--- src/verilog/adc_ch1_cfg_pkg.sv ---
package adc_ch1_cfg_pkg;

   localparam int ADDR_W = 8;
   localparam int DATA_W = 32;
   localparam int REG_W  = 8;

   // register indices; byte address is four times the index
   localparam int IDX_INPUT_SETUP = 'h3C;
   localparam int IDX_GAIN        = 'h3D;
   localparam int IDX_VOLUME      = 'h3E;
   localparam int IDX_GAIN_TRIM   = 'h3F;
   localparam int IDX_STATUS      = 'h30;

   localparam logic [ADDR_W-1:0] ADDR_INPUT_SETUP = ADDR_W'(IDX_INPUT_SETUP * 4);
   localparam logic [ADDR_W-1:0] ADDR_GAIN        = ADDR_W'(IDX_GAIN * 4);
   localparam logic [ADDR_W-1:0] ADDR_VOLUME      = ADDR_W'(IDX_VOLUME * 4);
   localparam logic [ADDR_W-1:0] ADDR_GAIN_TRIM   = ADDR_W'(IDX_GAIN_TRIM * 4);
   localparam logic [ADDR_W-1:0] ADDR_STATUS      = ADDR_W'(IDX_STATUS * 4);

   // input setup fields
   localparam int KIND_BIT   = 7;
   localparam int SRC_HI     = 6;
   localparam int SRC_LO     = 5;
   localparam int COUPLE_BIT = 4;
   localparam int LOAD_HI    = 3;
   localparam int LOAD_LO    = 2;
   localparam int RANGE_BIT  = 0;
   // gain fields
   localparam int GAIN_HI    = 7;
   localparam int GAIN_LO    = 1;
   localparam int SIGN_BIT   = 0;
   // trim fields
   localparam int TRIM_HI    = 7;
   localparam int TRIM_LO    = 4;

   localparam logic [REG_W-1:0] RST_INPUT_SETUP  = 8'h00;
   localparam logic [REG_W-1:0] RST_GAIN         = 8'h00;
   localparam logic [REG_W-1:0] RST_VOLUME       = 8'hC9;
   localparam logic [REG_W-1:0] RST_GAIN_TRIM    = 8'h80;

   localparam logic [REG_W-1:0] MASK_INPUT_SETUP = 8'hFD;
   localparam logic [REG_W-1:0] MASK_GAIN        = 8'hFF;
   localparam logic [REG_W-1:0] MASK_VOLUME      = 8'hFF;
   localparam logic [REG_W-1:0] MASK_GAIN_TRIM   = 8'hF0;

   localparam logic [6:0] GAIN_MAX_CODE     = 7'h54;
   localparam logic [6:0] NEG_GAIN_MAX_CODE = 7'h16;
   localparam logic [7:0] VOL_MUTE_CODE     = 8'h00;
   localparam logic [8:0] VOL_ZERO_DB_CODE  = 9'h0C9;
   localparam logic [4:0] TRIM_ZERO_CODE    = 5'h08;

   localparam logic [1:0] RESP_OKAY   = 2'h0;
   localparam logic [1:0] RESP_SLVERR = 2'h2;

   // status word bits
   localparam int ST_SRC_RSV   = 0;
   localparam int ST_LOAD_RSV  = 1;
   localparam int ST_GAIN_RSV  = 2;
   localparam int ST_NEG_BAD   = 3;
   localparam int ST_DIGITAL   = 4;
   localparam int ST_MUTED     = 5;
   localparam int ST_ENHANCER  = 6;
   localparam int ST_LEVEL     = 7;

   typedef enum logic [1:0] {
      SRC_ANALOG_DIFF = 2'b00,
      SRC_ANALOG_SE   = 2'b01,
      SRC_DIGITAL_MIC = 2'b10,
      SRC_RESERVED    = 2'b11
   } source_t;

   typedef enum logic [1:0] {
      LOAD_2K5      = 2'b00,
      LOAD_10K      = 2'b01,
      LOAD_20K      = 2'b10,
      LOAD_RESERVED = 2'b11
   } load_t;

   typedef struct packed {
      logic               lineInput;
      source_t            source;
      logic               analogActive;
      logic               digitalMicActive;
      logic               dcCoupled;
      load_t              load;
      logic               enhancerActive;
      logic               levelLoopActive;
      logic signed [7:0]  gainHalfDb;
      logic               muted;
      logic signed [8:0]  volumeHalfDb;
      logic signed [4:0]  trimTenthDb;
   } path_settings_t;

endpackage

--- src/verilog/adc_channel_one_config_regs.sv ---
`timescale 1ns/10ps
module adc_channel_one_config_regs
   import adc_ch1_cfg_pkg::*;
(
   input  wire logic              clk,
   input  wire logic              rstn,
   input  wire logic [ADDR_W-1:0] s_axi_awaddr,
   input  wire logic              s_axi_awvalid,
   output logic                   s_axi_awready,
   input  wire logic [DATA_W-1:0] s_axi_wdata,
   input  wire logic [3:0]        s_axi_wstrb,
   input  wire logic              s_axi_wvalid,
   output logic                   s_axi_wready,
   output logic [1:0]             s_axi_bresp,
   output logic                   s_axi_bvalid,
   input  wire logic              s_axi_bready,
   input  wire logic [ADDR_W-1:0] s_axi_araddr,
   input  wire logic              s_axi_arvalid,
   output logic                   s_axi_arready,
   output logic [DATA_W-1:0]      s_axi_rdata,
   output logic [1:0]             s_axi_rresp,
   output logic                   s_axi_rvalid,
   input  wire logic              s_axi_rready,
   input  wire logic              rangeModeSelect,
   output path_settings_t         pathSettings
);

   // write channel capture
   logic              awHeld_r;
   logic [ADDR_W-1:0] awAddr_r;
   logic              wHeld_r;
   logic [REG_W-1:0]  wData_r;
   logic              wLane0_r;
   logic              bvalid_r;
   logic [1:0]        bresp_r;
   logic              commit;
   logic              awFire;
   logic              wFire;
   logic              writeMapped;
   logic              laneOk;

   // read channel
   logic              rvalid_r;
   logic [DATA_W-1:0] rdata_r;
   logic [1:0]        rresp_r;
   logic              arFire;
   logic [DATA_W-1:0] readWord;
   logic [1:0]        readResp;

   // register values
   logic [REG_W-1:0]  inputSetup;
   logic [REG_W-1:0]  gainReg;
   logic [REG_W-1:0]  volumeReg;
   logic [REG_W-1:0]  trimReg;
   logic              weInputSetup;
   logic              weGain;
   logic              weVolume;
   logic              weTrim;

   // decode
   path_settings_t    settings_nxt;
   path_settings_t    settings_r;
   logic [REG_W-1:0]  status_nxt;
   logic [REG_W-1:0]  status_r;
   source_t           srcCode;
   load_t             loadCode;
   logic [6:0]        gainCode;
   logic [6:0]        gainMag;
   logic              negAllowed;
   logic              negBad;
   logic              analogNow;
   logic              digitalNow;
   logic signed [7:0] gainHalf;
   logic              muteNow;
   logic signed [8:0] volumeHalf;
   logic signed [4:0] trimTenth;

   // ---------------------------------------------------------------- write path

   assign s_axi_awready = !awHeld_r && !bvalid_r;
   assign s_axi_wready  = !wHeld_r && !bvalid_r;
   assign awFire        = s_axi_awvalid && s_axi_awready;
   assign wFire         = s_axi_wvalid && s_axi_wready;
   assign commit        = awHeld_r && wHeld_r && !bvalid_r;

   always_ff @(posedge clk) begin
      if (!rstn) begin
         awHeld_r <= 1'b0;
         awAddr_r <= '0;
      end else if (awFire) begin
         awHeld_r <= 1'b1;
         awAddr_r <= s_axi_awaddr;
      end else if (commit) begin
         awHeld_r <= 1'b0;
      end
   end

   always_ff @(posedge clk) begin
      if (!rstn) begin
         wHeld_r  <= 1'b0;
         wData_r  <= '0;
         wLane0_r <= 1'b0;
      end else if (wFire) begin
         wHeld_r  <= 1'b1;
         wData_r  <= s_axi_wdata[REG_W-1:0];
         wLane0_r <= s_axi_wstrb[0];
      end else if (commit) begin
         wHeld_r <= 1'b0;
      end
   end

   // status is read-only, so a write to it is refused like an unmapped one
   always_comb begin
      writeMapped = 1'b0;
      unique case (awAddr_r)
         ADDR_INPUT_SETUP: writeMapped = 1'b1;
         ADDR_GAIN:        writeMapped = 1'b1;
         ADDR_VOLUME:      writeMapped = 1'b1;
         ADDR_GAIN_TRIM:   writeMapped = 1'b1;
         default:          writeMapped = 1'b0;
      endcase
   end

   // only byte lane 0 carries register bits
   assign laneOk       = commit && writeMapped && wLane0_r;
   assign weInputSetup = laneOk && (awAddr_r == ADDR_INPUT_SETUP);
   assign weGain       = laneOk && (awAddr_r == ADDR_GAIN);
   assign weVolume     = laneOk && (awAddr_r == ADDR_VOLUME);
   assign weTrim       = laneOk && (awAddr_r == ADDR_GAIN_TRIM);

   always_ff @(posedge clk) begin
      if (!rstn) begin
         bvalid_r <= 1'b0;
         bresp_r  <= RESP_OKAY;
      end else if (commit) begin
         bvalid_r <= 1'b1;
         bresp_r  <= writeMapped ? RESP_OKAY : RESP_SLVERR;
      end else if (bvalid_r && s_axi_bready) begin
         bvalid_r <= 1'b0;
      end
   end

   assign s_axi_bvalid = bvalid_r;
   assign s_axi_bresp  = bresp_r;

   // ---------------------------------------------------------------- registers

   cfg_field #(
      .RESET_VALUE (RST_INPUT_SETUP),
      .WRITE_MASK  (MASK_INPUT_SETUP)
   ) u_input_setup (
      .clk       (clk),
      .rstn      (rstn),
      .writeEn   (weInputSetup),
      .writeData (wData_r),
      .value     (inputSetup)
   );

   cfg_field #(
      .RESET_VALUE (RST_GAIN),
      .WRITE_MASK  (MASK_GAIN)
   ) u_gain (
      .clk       (clk),
      .rstn      (rstn),
      .writeEn   (weGain),
      .writeData (wData_r),
      .value     (gainReg)
   );

   cfg_field #(
      .RESET_VALUE (RST_VOLUME),
      .WRITE_MASK  (MASK_VOLUME)
   ) u_volume (
      .clk       (clk),
      .rstn      (rstn),
      .writeEn   (weVolume),
      .writeData (wData_r),
      .value     (volumeReg)
   );

   cfg_field #(
      .RESET_VALUE (RST_GAIN_TRIM),
      .WRITE_MASK  (MASK_GAIN_TRIM)
   ) u_gain_trim (
      .clk       (clk),
      .rstn      (rstn),
      .writeEn   (weTrim),
      .writeData (wData_r),
      .value     (trimReg)
   );

   // ---------------------------------------------------------------- read path

   assign s_axi_arready = !rvalid_r;
   assign arFire        = s_axi_arvalid && s_axi_arready;

   always_comb begin
      readWord = '0;
      readResp = RESP_OKAY;
      unique case (s_axi_araddr)
         ADDR_INPUT_SETUP: readWord[REG_W-1:0] = inputSetup;
         ADDR_GAIN:        readWord[REG_W-1:0] = gainReg;
         ADDR_VOLUME:      readWord[REG_W-1:0] = volumeReg;
         ADDR_GAIN_TRIM:   readWord[REG_W-1:0] = trimReg;
         ADDR_STATUS:      readWord[REG_W-1:0] = status_r;
         default:          readResp = RESP_SLVERR;
      endcase
   end

   always_ff @(posedge clk) begin
      if (!rstn) begin
         rvalid_r <= 1'b0;
         rdata_r  <= '0;
         rresp_r  <= RESP_OKAY;
      end else if (arFire) begin
         rvalid_r <= 1'b1;
         rdata_r  <= readWord;
         rresp_r  <= readResp;
      end else if (rvalid_r && s_axi_rready) begin
         rvalid_r <= 1'b0;
      end
   end

   assign s_axi_rvalid = rvalid_r;
   assign s_axi_rdata  = rdata_r;
   assign s_axi_rresp  = rresp_r;

   // ---------------------------------------------------------------- decode

   assign srcCode    = source_t'(inputSetup[SRC_HI:SRC_LO]);
   assign loadCode   = load_t'(inputSetup[LOAD_HI:LOAD_LO]);
   assign gainCode   = gainReg[GAIN_HI:GAIN_LO];
   assign negAllowed = (loadCode == LOAD_10K) || (loadCode == LOAD_20K);
   assign negBad     = gainReg[SIGN_BIT] && !negAllowed;

   // reserved source leaves the channel with no active input
   always_comb begin
      analogNow  = 1'b0;
      digitalNow = 1'b0;
      unique case (srcCode)
         SRC_ANALOG_DIFF: analogNow  = 1'b1;
         SRC_ANALOG_SE:   analogNow  = 1'b1;
         SRC_DIGITAL_MIC: digitalNow = 1'b1;
         SRC_RESERVED:    analogNow  = 1'b0;
      endcase
   end

   // out-of-range codes are clamped rather than trusted
   always_comb begin
      gainMag  = '0;
      gainHalf = '0;
      if (gainReg[SIGN_BIT]) begin
         gainMag  = (gainCode > NEG_GAIN_MAX_CODE) ? NEG_GAIN_MAX_CODE : gainCode;
         gainHalf = negAllowed ? -$signed({1'b0, gainMag}) : 8'sh00;
      end else begin
         gainMag  = (gainCode > GAIN_MAX_CODE) ? GAIN_MAX_CODE : gainCode;
         gainHalf = $signed({1'b0, gainMag});
      end
   end

   always_comb begin
      muteNow    = (volumeReg == VOL_MUTE_CODE);
      volumeHalf = '0;
      if (!muteNow) begin
         volumeHalf = $signed({1'b0, volumeReg} - VOL_ZERO_DB_CODE);
      end
   end

   assign trimTenth = $signed({1'b0, trimReg[TRIM_HI:TRIM_LO]} - TRIM_ZERO_CODE);

   always_comb begin
      settings_nxt = '0;

      settings_nxt.lineInput        = inputSetup[KIND_BIT];
      settings_nxt.source           = srcCode;
      settings_nxt.analogActive     = analogNow;
      settings_nxt.digitalMicActive = digitalNow;

      // coupling and load only reach an analog front end
      settings_nxt.dcCoupled = analogNow && inputSetup[COUPLE_BIT];
      settings_nxt.load      = analogNow ? loadCode : LOAD_2K5;

      settings_nxt.enhancerActive  = inputSetup[RANGE_BIT] && !rangeModeSelect;
      settings_nxt.levelLoopActive = inputSetup[RANGE_BIT] && rangeModeSelect;

      settings_nxt.gainHalfDb   = gainHalf;
      settings_nxt.muted        = muteNow;
      settings_nxt.volumeHalfDb = volumeHalf;
      settings_nxt.trimTenthDb  = trimTenth;
   end

   always_comb begin
      status_nxt              = '0;
      status_nxt[ST_SRC_RSV]  = (srcCode == SRC_RESERVED);
      status_nxt[ST_LOAD_RSV] = settings_nxt.analogActive && (loadCode == LOAD_RESERVED);
      status_nxt[ST_GAIN_RSV] = (gainCode > GAIN_MAX_CODE);
      status_nxt[ST_NEG_BAD]  = negBad;
      status_nxt[ST_DIGITAL]  = settings_nxt.digitalMicActive;
      status_nxt[ST_MUTED]    = settings_nxt.muted;
      status_nxt[ST_ENHANCER] = settings_nxt.enhancerActive;
      status_nxt[ST_LEVEL]    = settings_nxt.levelLoopActive;
   end

   always_ff @(posedge clk) begin
      if (!rstn) begin
         // decode of the register reset values, so no false state follows reset
         settings_r              <= '0;
         settings_r.source       <= SRC_ANALOG_DIFF;
         settings_r.analogActive <= 1'b1;
         settings_r.load         <= LOAD_2K5;
         settings_r.gainHalfDb   <= 8'sh00;
         settings_r.volumeHalfDb <= 9'sh000;
         settings_r.trimTenthDb  <= 5'sh00;
      end else begin
         settings_r <= settings_nxt;
      end
   end

   always_ff @(posedge clk) begin
      if (!rstn) begin
         status_r <= '0;
      end else begin
         status_r <= status_nxt;
      end
   end

   assign pathSettings = settings_r;

endmodule // adc_channel_one_config_regs

--- src/verilog/cfg_field.sv ---
`timescale 1ns/10ps
module cfg_field
   import adc_ch1_cfg_pkg::*;
#(
   parameter logic [REG_W-1:0] RESET_VALUE = 8'h00,
   parameter logic [REG_W-1:0] WRITE_MASK  = 8'hFF
) (
   input  wire logic             clk,
   input  wire logic             rstn,
   input  wire logic             writeEn,
   input  wire logic [REG_W-1:0] writeData,
   output logic      [REG_W-1:0] value
);

   logic [REG_W-1:0] value_r;

   // masked bits stay at zero whatever is written
   always_ff @(posedge clk) begin
      if (!rstn) begin
         value_r <= RESET_VALUE;
      end else if (writeEn) begin
         value_r <= writeData & WRITE_MASK;
      end
   end

   assign value = value_r;

endmodule // cfg_field
--- config.mk ---
export PLATFORM = sky130hd
export DESIGN_NAME = adc_channel_one_config_regs
export DESIGN_NICKNAME = d
export VERILOG_FILES = /design/src/verilog/adc_ch1_cfg_pkg.sv /design/src/verilog/adc_channel_one_config_regs.sv /design/src/verilog/cfg_field.sv
export SDC_FILE = /design/constraint.sdc
export NUM_CORES = 1
export LEC_CHECK = 0
export BUFFER_PORTS_ARGS = -buffer_cell sky130_fd_sc_hd__buf_2
export CAP_MARGIN = 20
export CORE_MARGIN = 8
export CORE_UTILIZATION = 54
export CTS_CLUSTER_SIZE = 20
export DETAILED_ROUTE_END_ITERATION = 8
export PLACE_DENSITY = 0.84
export SYNTH_ARGS = -nofsm -noshare
export SYNTH_HDL_FRONTEND = slang
export SYNTH_HIERARCHICAL = 1
export SYNTH_SLANG_ARGS = --single-unit
--- constraint.sdc ---
create_clock -name clk -period 2.7 [get_ports clk]
set_input_delay 0.135 -clock clk [delete_from_list [all_inputs] [get_ports clk]]
set_output_delay 0.135 -clock clk [all_outputs]
set_load 0.01 [all_outputs]
==> impl_results.md <==
- Run status: completed
- Congestion Overflow GR: 0
- Largest stage delay, worst path: 0.44 ns
- Initial antenna violation count: 0
- Setup Fix Bufs, Post-CTS: 0
- Vias: between 3000 and 4000
- Vias/cell: 5.24
- Synth Area in Adders: less than 1%
- Hpwl dp: 6.71 mm
- Peak supply drop: 340 uV
- Unrepaired setup endpoints after global routing: false
- Die area: 10600 um2
- Crit path max fanout: 8
- Clock-pin slew on the worst setup and hold paths: ~0.090 ns
- Share of layout cells above drive strength 1: 21.4%
- # IOs: between 100 and 150
- Finished Core Util: 63.9%
- Number of global-route vias before repair: 3220
- Placer Congestion: a little over 0.8
- Crit path buf inv count: 2
- Nets@finish: roughly 580
- CTS Buf Count: 9
- Critical path type: reg2reg
- Met2 Use GR: 29.6%
- Worst-case clock buffer depth: 2
- WL final: 9.49 mm
- Mux cell area share after synthesis: 8.28%
- WL/cell: 15.3 um
- Unique cell type count in the Yosys netlist: 50
- Final critical-path required period: between 1.5 and 2 ns
- Yosys reg bits: 94
- 1st-iter DRT viols: 246
- Crit. End Element: flop
- Root Buffer Master: clkbuf_8
- Finish-stage setup viols: 0
- Crit-path cells: inv_1 -> nor3b_1 -> nand3_1 -> nor3_1 -> buf_4 -> mux2i_1 -> nand2_1
- Global-route usage over all layers: 18.2%
- First-pass GRT wire length: 15.1 mm
- Final Hold Vio Count: 0
- GR Util met3: ~2.8%
- CTS Hold Bufs: 8
- Worst Path Required: 2.93 ns
- Yosys top cell area share: 46.1%
- Synth area leader: dfxtp_1
- Router iterations before antenna repair: 4
- Syn Inst Count: 440
- Simple-Gate Fraction of Synth Area: 18.5%
- Pin count of the biggest net entering global routing: 44
- Initial Util: between 50% and 60%
- Die Y: around 100 um
- IO Port Bufs: 80
- Ranking of synthesized cells by area: dfxtp_1 46%, buf_4 7.0%, mux2i_1 6.6%, nand2_1 4.9%, nor2b_1 3.8%
- Ys Warns: 6
- Largest family of logic cells by synthesized area: simple AND/OR/NAND/NOR gates
- Worst-Margin Slew: 0.592 ns
- Synth async-reset ratio: 0%
- Antenna-violating nets left: 0
- Max Slew Vio Count: 0
- Seq/Total Area, Yosys: 46.1%
- Setup Skew: 0.0132 ns
- Post-synth EDFFs: 0
- Mean Syn Cell Area: 9.27 um2
- Slowest stage cell, crit path: nor3b_1
- Die X: 103 um
- Cell Rows: 31
- CP startpoint kind: flop
- Compound-gate portion of the synthesized area: ~14%
- Mapped Area: 4080 um2
- Power per cell area: 550 nW/um2
- Post-Synth XOR/XNOR Area: 1.29%
- Clock sinks: between 90 and 100
- CP arrival: 2.19 ns
- CTS resizes: 0
- Top Usage Layer GRT: met2
- Max_cap viols: 0
- Met1 usage in global routing: 22.9%
- Final worst-path cycle share: ~73%
- CP top delay family: simple AND/OR/NAND/NOR gates
- Area grow syn2layout: 14.3%
- Diode count: 0
- Most used flip-flop cell after synthesis: dfxtp_1
- CTS tree: done
- H-tree depth: 3
- DR DRC count: 0
- Cell area after layout: roughly 4700 um2
- P_leak: 1.95 nW
- Slew headroom: 60.5%
- Clk_lat worst skew: 0.35 ns
- Fmax: 511 MHz
- Hold crit path type: in2reg
- Placed Area: 4370 um2
- Core Area: roughly 7300 um2
- TNS Setup: 0 ns
[area by class of cell]
type                    count  area (um2)
multi-input cells         309        1880
clock inverters             4        55.1
well taps                  99         124
repair buffers             94         526
fillers                   625        2630
clock buffers              12         155
flip-flops and latches     94        1880
inverters                  10        37.5
[per-layer routing]
metal / vias to the layer above / part of all wire, %
met5: - / 0
met4: 0 / 2.3
met3: 18 / 8.0
met2: 145 / 46
met1: 1491 / 44
li1: 1603 / -
[tightest hold or removal path: cells and delay by family]
kind / cells / cell delay, ns
AOI/OAI and AO/OA: 1 / 0.05
buffers and inverters: 1 / 0.10
and+or+nand+nor: 1 / 0.05
[synth_stat cells (2+ instances only)]
library cell  count
nand4b_1          2
buf_6             4
dfxtp_1          94
a31oi_1           3
clkbuf_1          7
nor3b_1           2
a22o_1            8
nor2b_1          25
nand2b_1          3
xnor2_1           2
or3_1             4
o211ai_1          2
nor2_1           27
o21ai_0          13
ha_1              3
conb_1            3
a22oi_1          16
nand2_1          53
a21oi_1          25
nor3_1            7
nor4_1            2
buf_2             2
and2_1           14
a211oi_1          4
nand3_1           6
buf_4            38
xor2_1            4
and3_1            3
buf_1             3
mux2_2            6
mux2i_1          27
inv_1            10
[logic make-up (layout without fill, tap and decap cells)]
group	count (synthesis)	count (layout)
DFF	94	94
muxes	33	33
other	3	31
and+or+nand+nor	152	152
xor gates and xnor gates	6	6
adders and majority gates	3	3
AOI/OAI and AO/OA	84	84
buffers and inverters	65	120
[path summary, 6_finish.rpt]
check / to / from / depth (start not counted) / slack (ns)
hold reg to reg: awAddr_r[6]$_SDFFE_PN0P_ / awAddr_r[6]$_SDFFE_PN0P_ / 2 / 0.46
setup reg to reg: u_volume/value[3]$_SDFFE_PN1P_ / wHeld_r$_SDFFE_PN0P_ / 7 / 0.74
hold / removal: awAddr_r[6]$_SDFFE_PN0P_ / s_axi_awaddr[6] / 3 / 0.02
setup / recovery: u_volume/value[3]$_SDFFE_PN1P_ / wHeld_r$_SDFFE_PN0P_ / 7 / 0.74
[power by group]
group / total [mW] / internal (mW) / switching (mW)
Clock: 0.960 / 0.483 / 0.477
Combinational: 0.173 / 0.0663 / 0.107
Sequential: 1.43 / 1.41 / 0.0232
Total: 2.56 / 1.96 / 0.607
[state kept, by name (all words and copies together), names as in the netlist, 4 cells and up]
name	flops
u_volume/value	8
wData_r	8
awAddr_r	8
u_input_setup/value	7
u_gain/value	8
status_r	7
pathSettings	29
s_axi_rdata	8
u_gain_trim/value	4
[cells in the final DEF (no fill, tap or decap), types with 3 or more instances in the layout]
master         netlist  final
nand3_1              6      6
mux2_2               6      6
clkbuf_8             0     11
mux2i_1             27     27
dfxtp_1             94     94
xor2_1               4      4
o21ai_0             13     13
a31oi_1              3      3
nand2_1             53     53
conb_1               3     31
nor2b_1             25     25
a21oi_1             25     25
a22o_1               8      8
or3_1                4      4
and2_1              14     14
buf_2                2     80
inv_1               10     10
ha_1                 3      3
buf_4               38      6
a22oi_1             16     16
dlygate4sd3_1        0      8
nor2_1              27     27
a211oi_1             4      4
nor3_1               7      7
and3_1               3      3
nand2b_1             3      3
[stage by stage]
step                setup WS, ns  power (mW)  cells  hold slack [ns]
floorplan                   1.05        1.59    468            0.197
detailed placement         0.761        1.63    598            0.314
CTS                        0.733        2.59    622          0.00198
finish                     0.742        2.56    622           0.0193
global route               0.538        2.66    622           0.0282
global placement           0.886        1.62    598            0.304
Power figures use the tool's default switching activity.
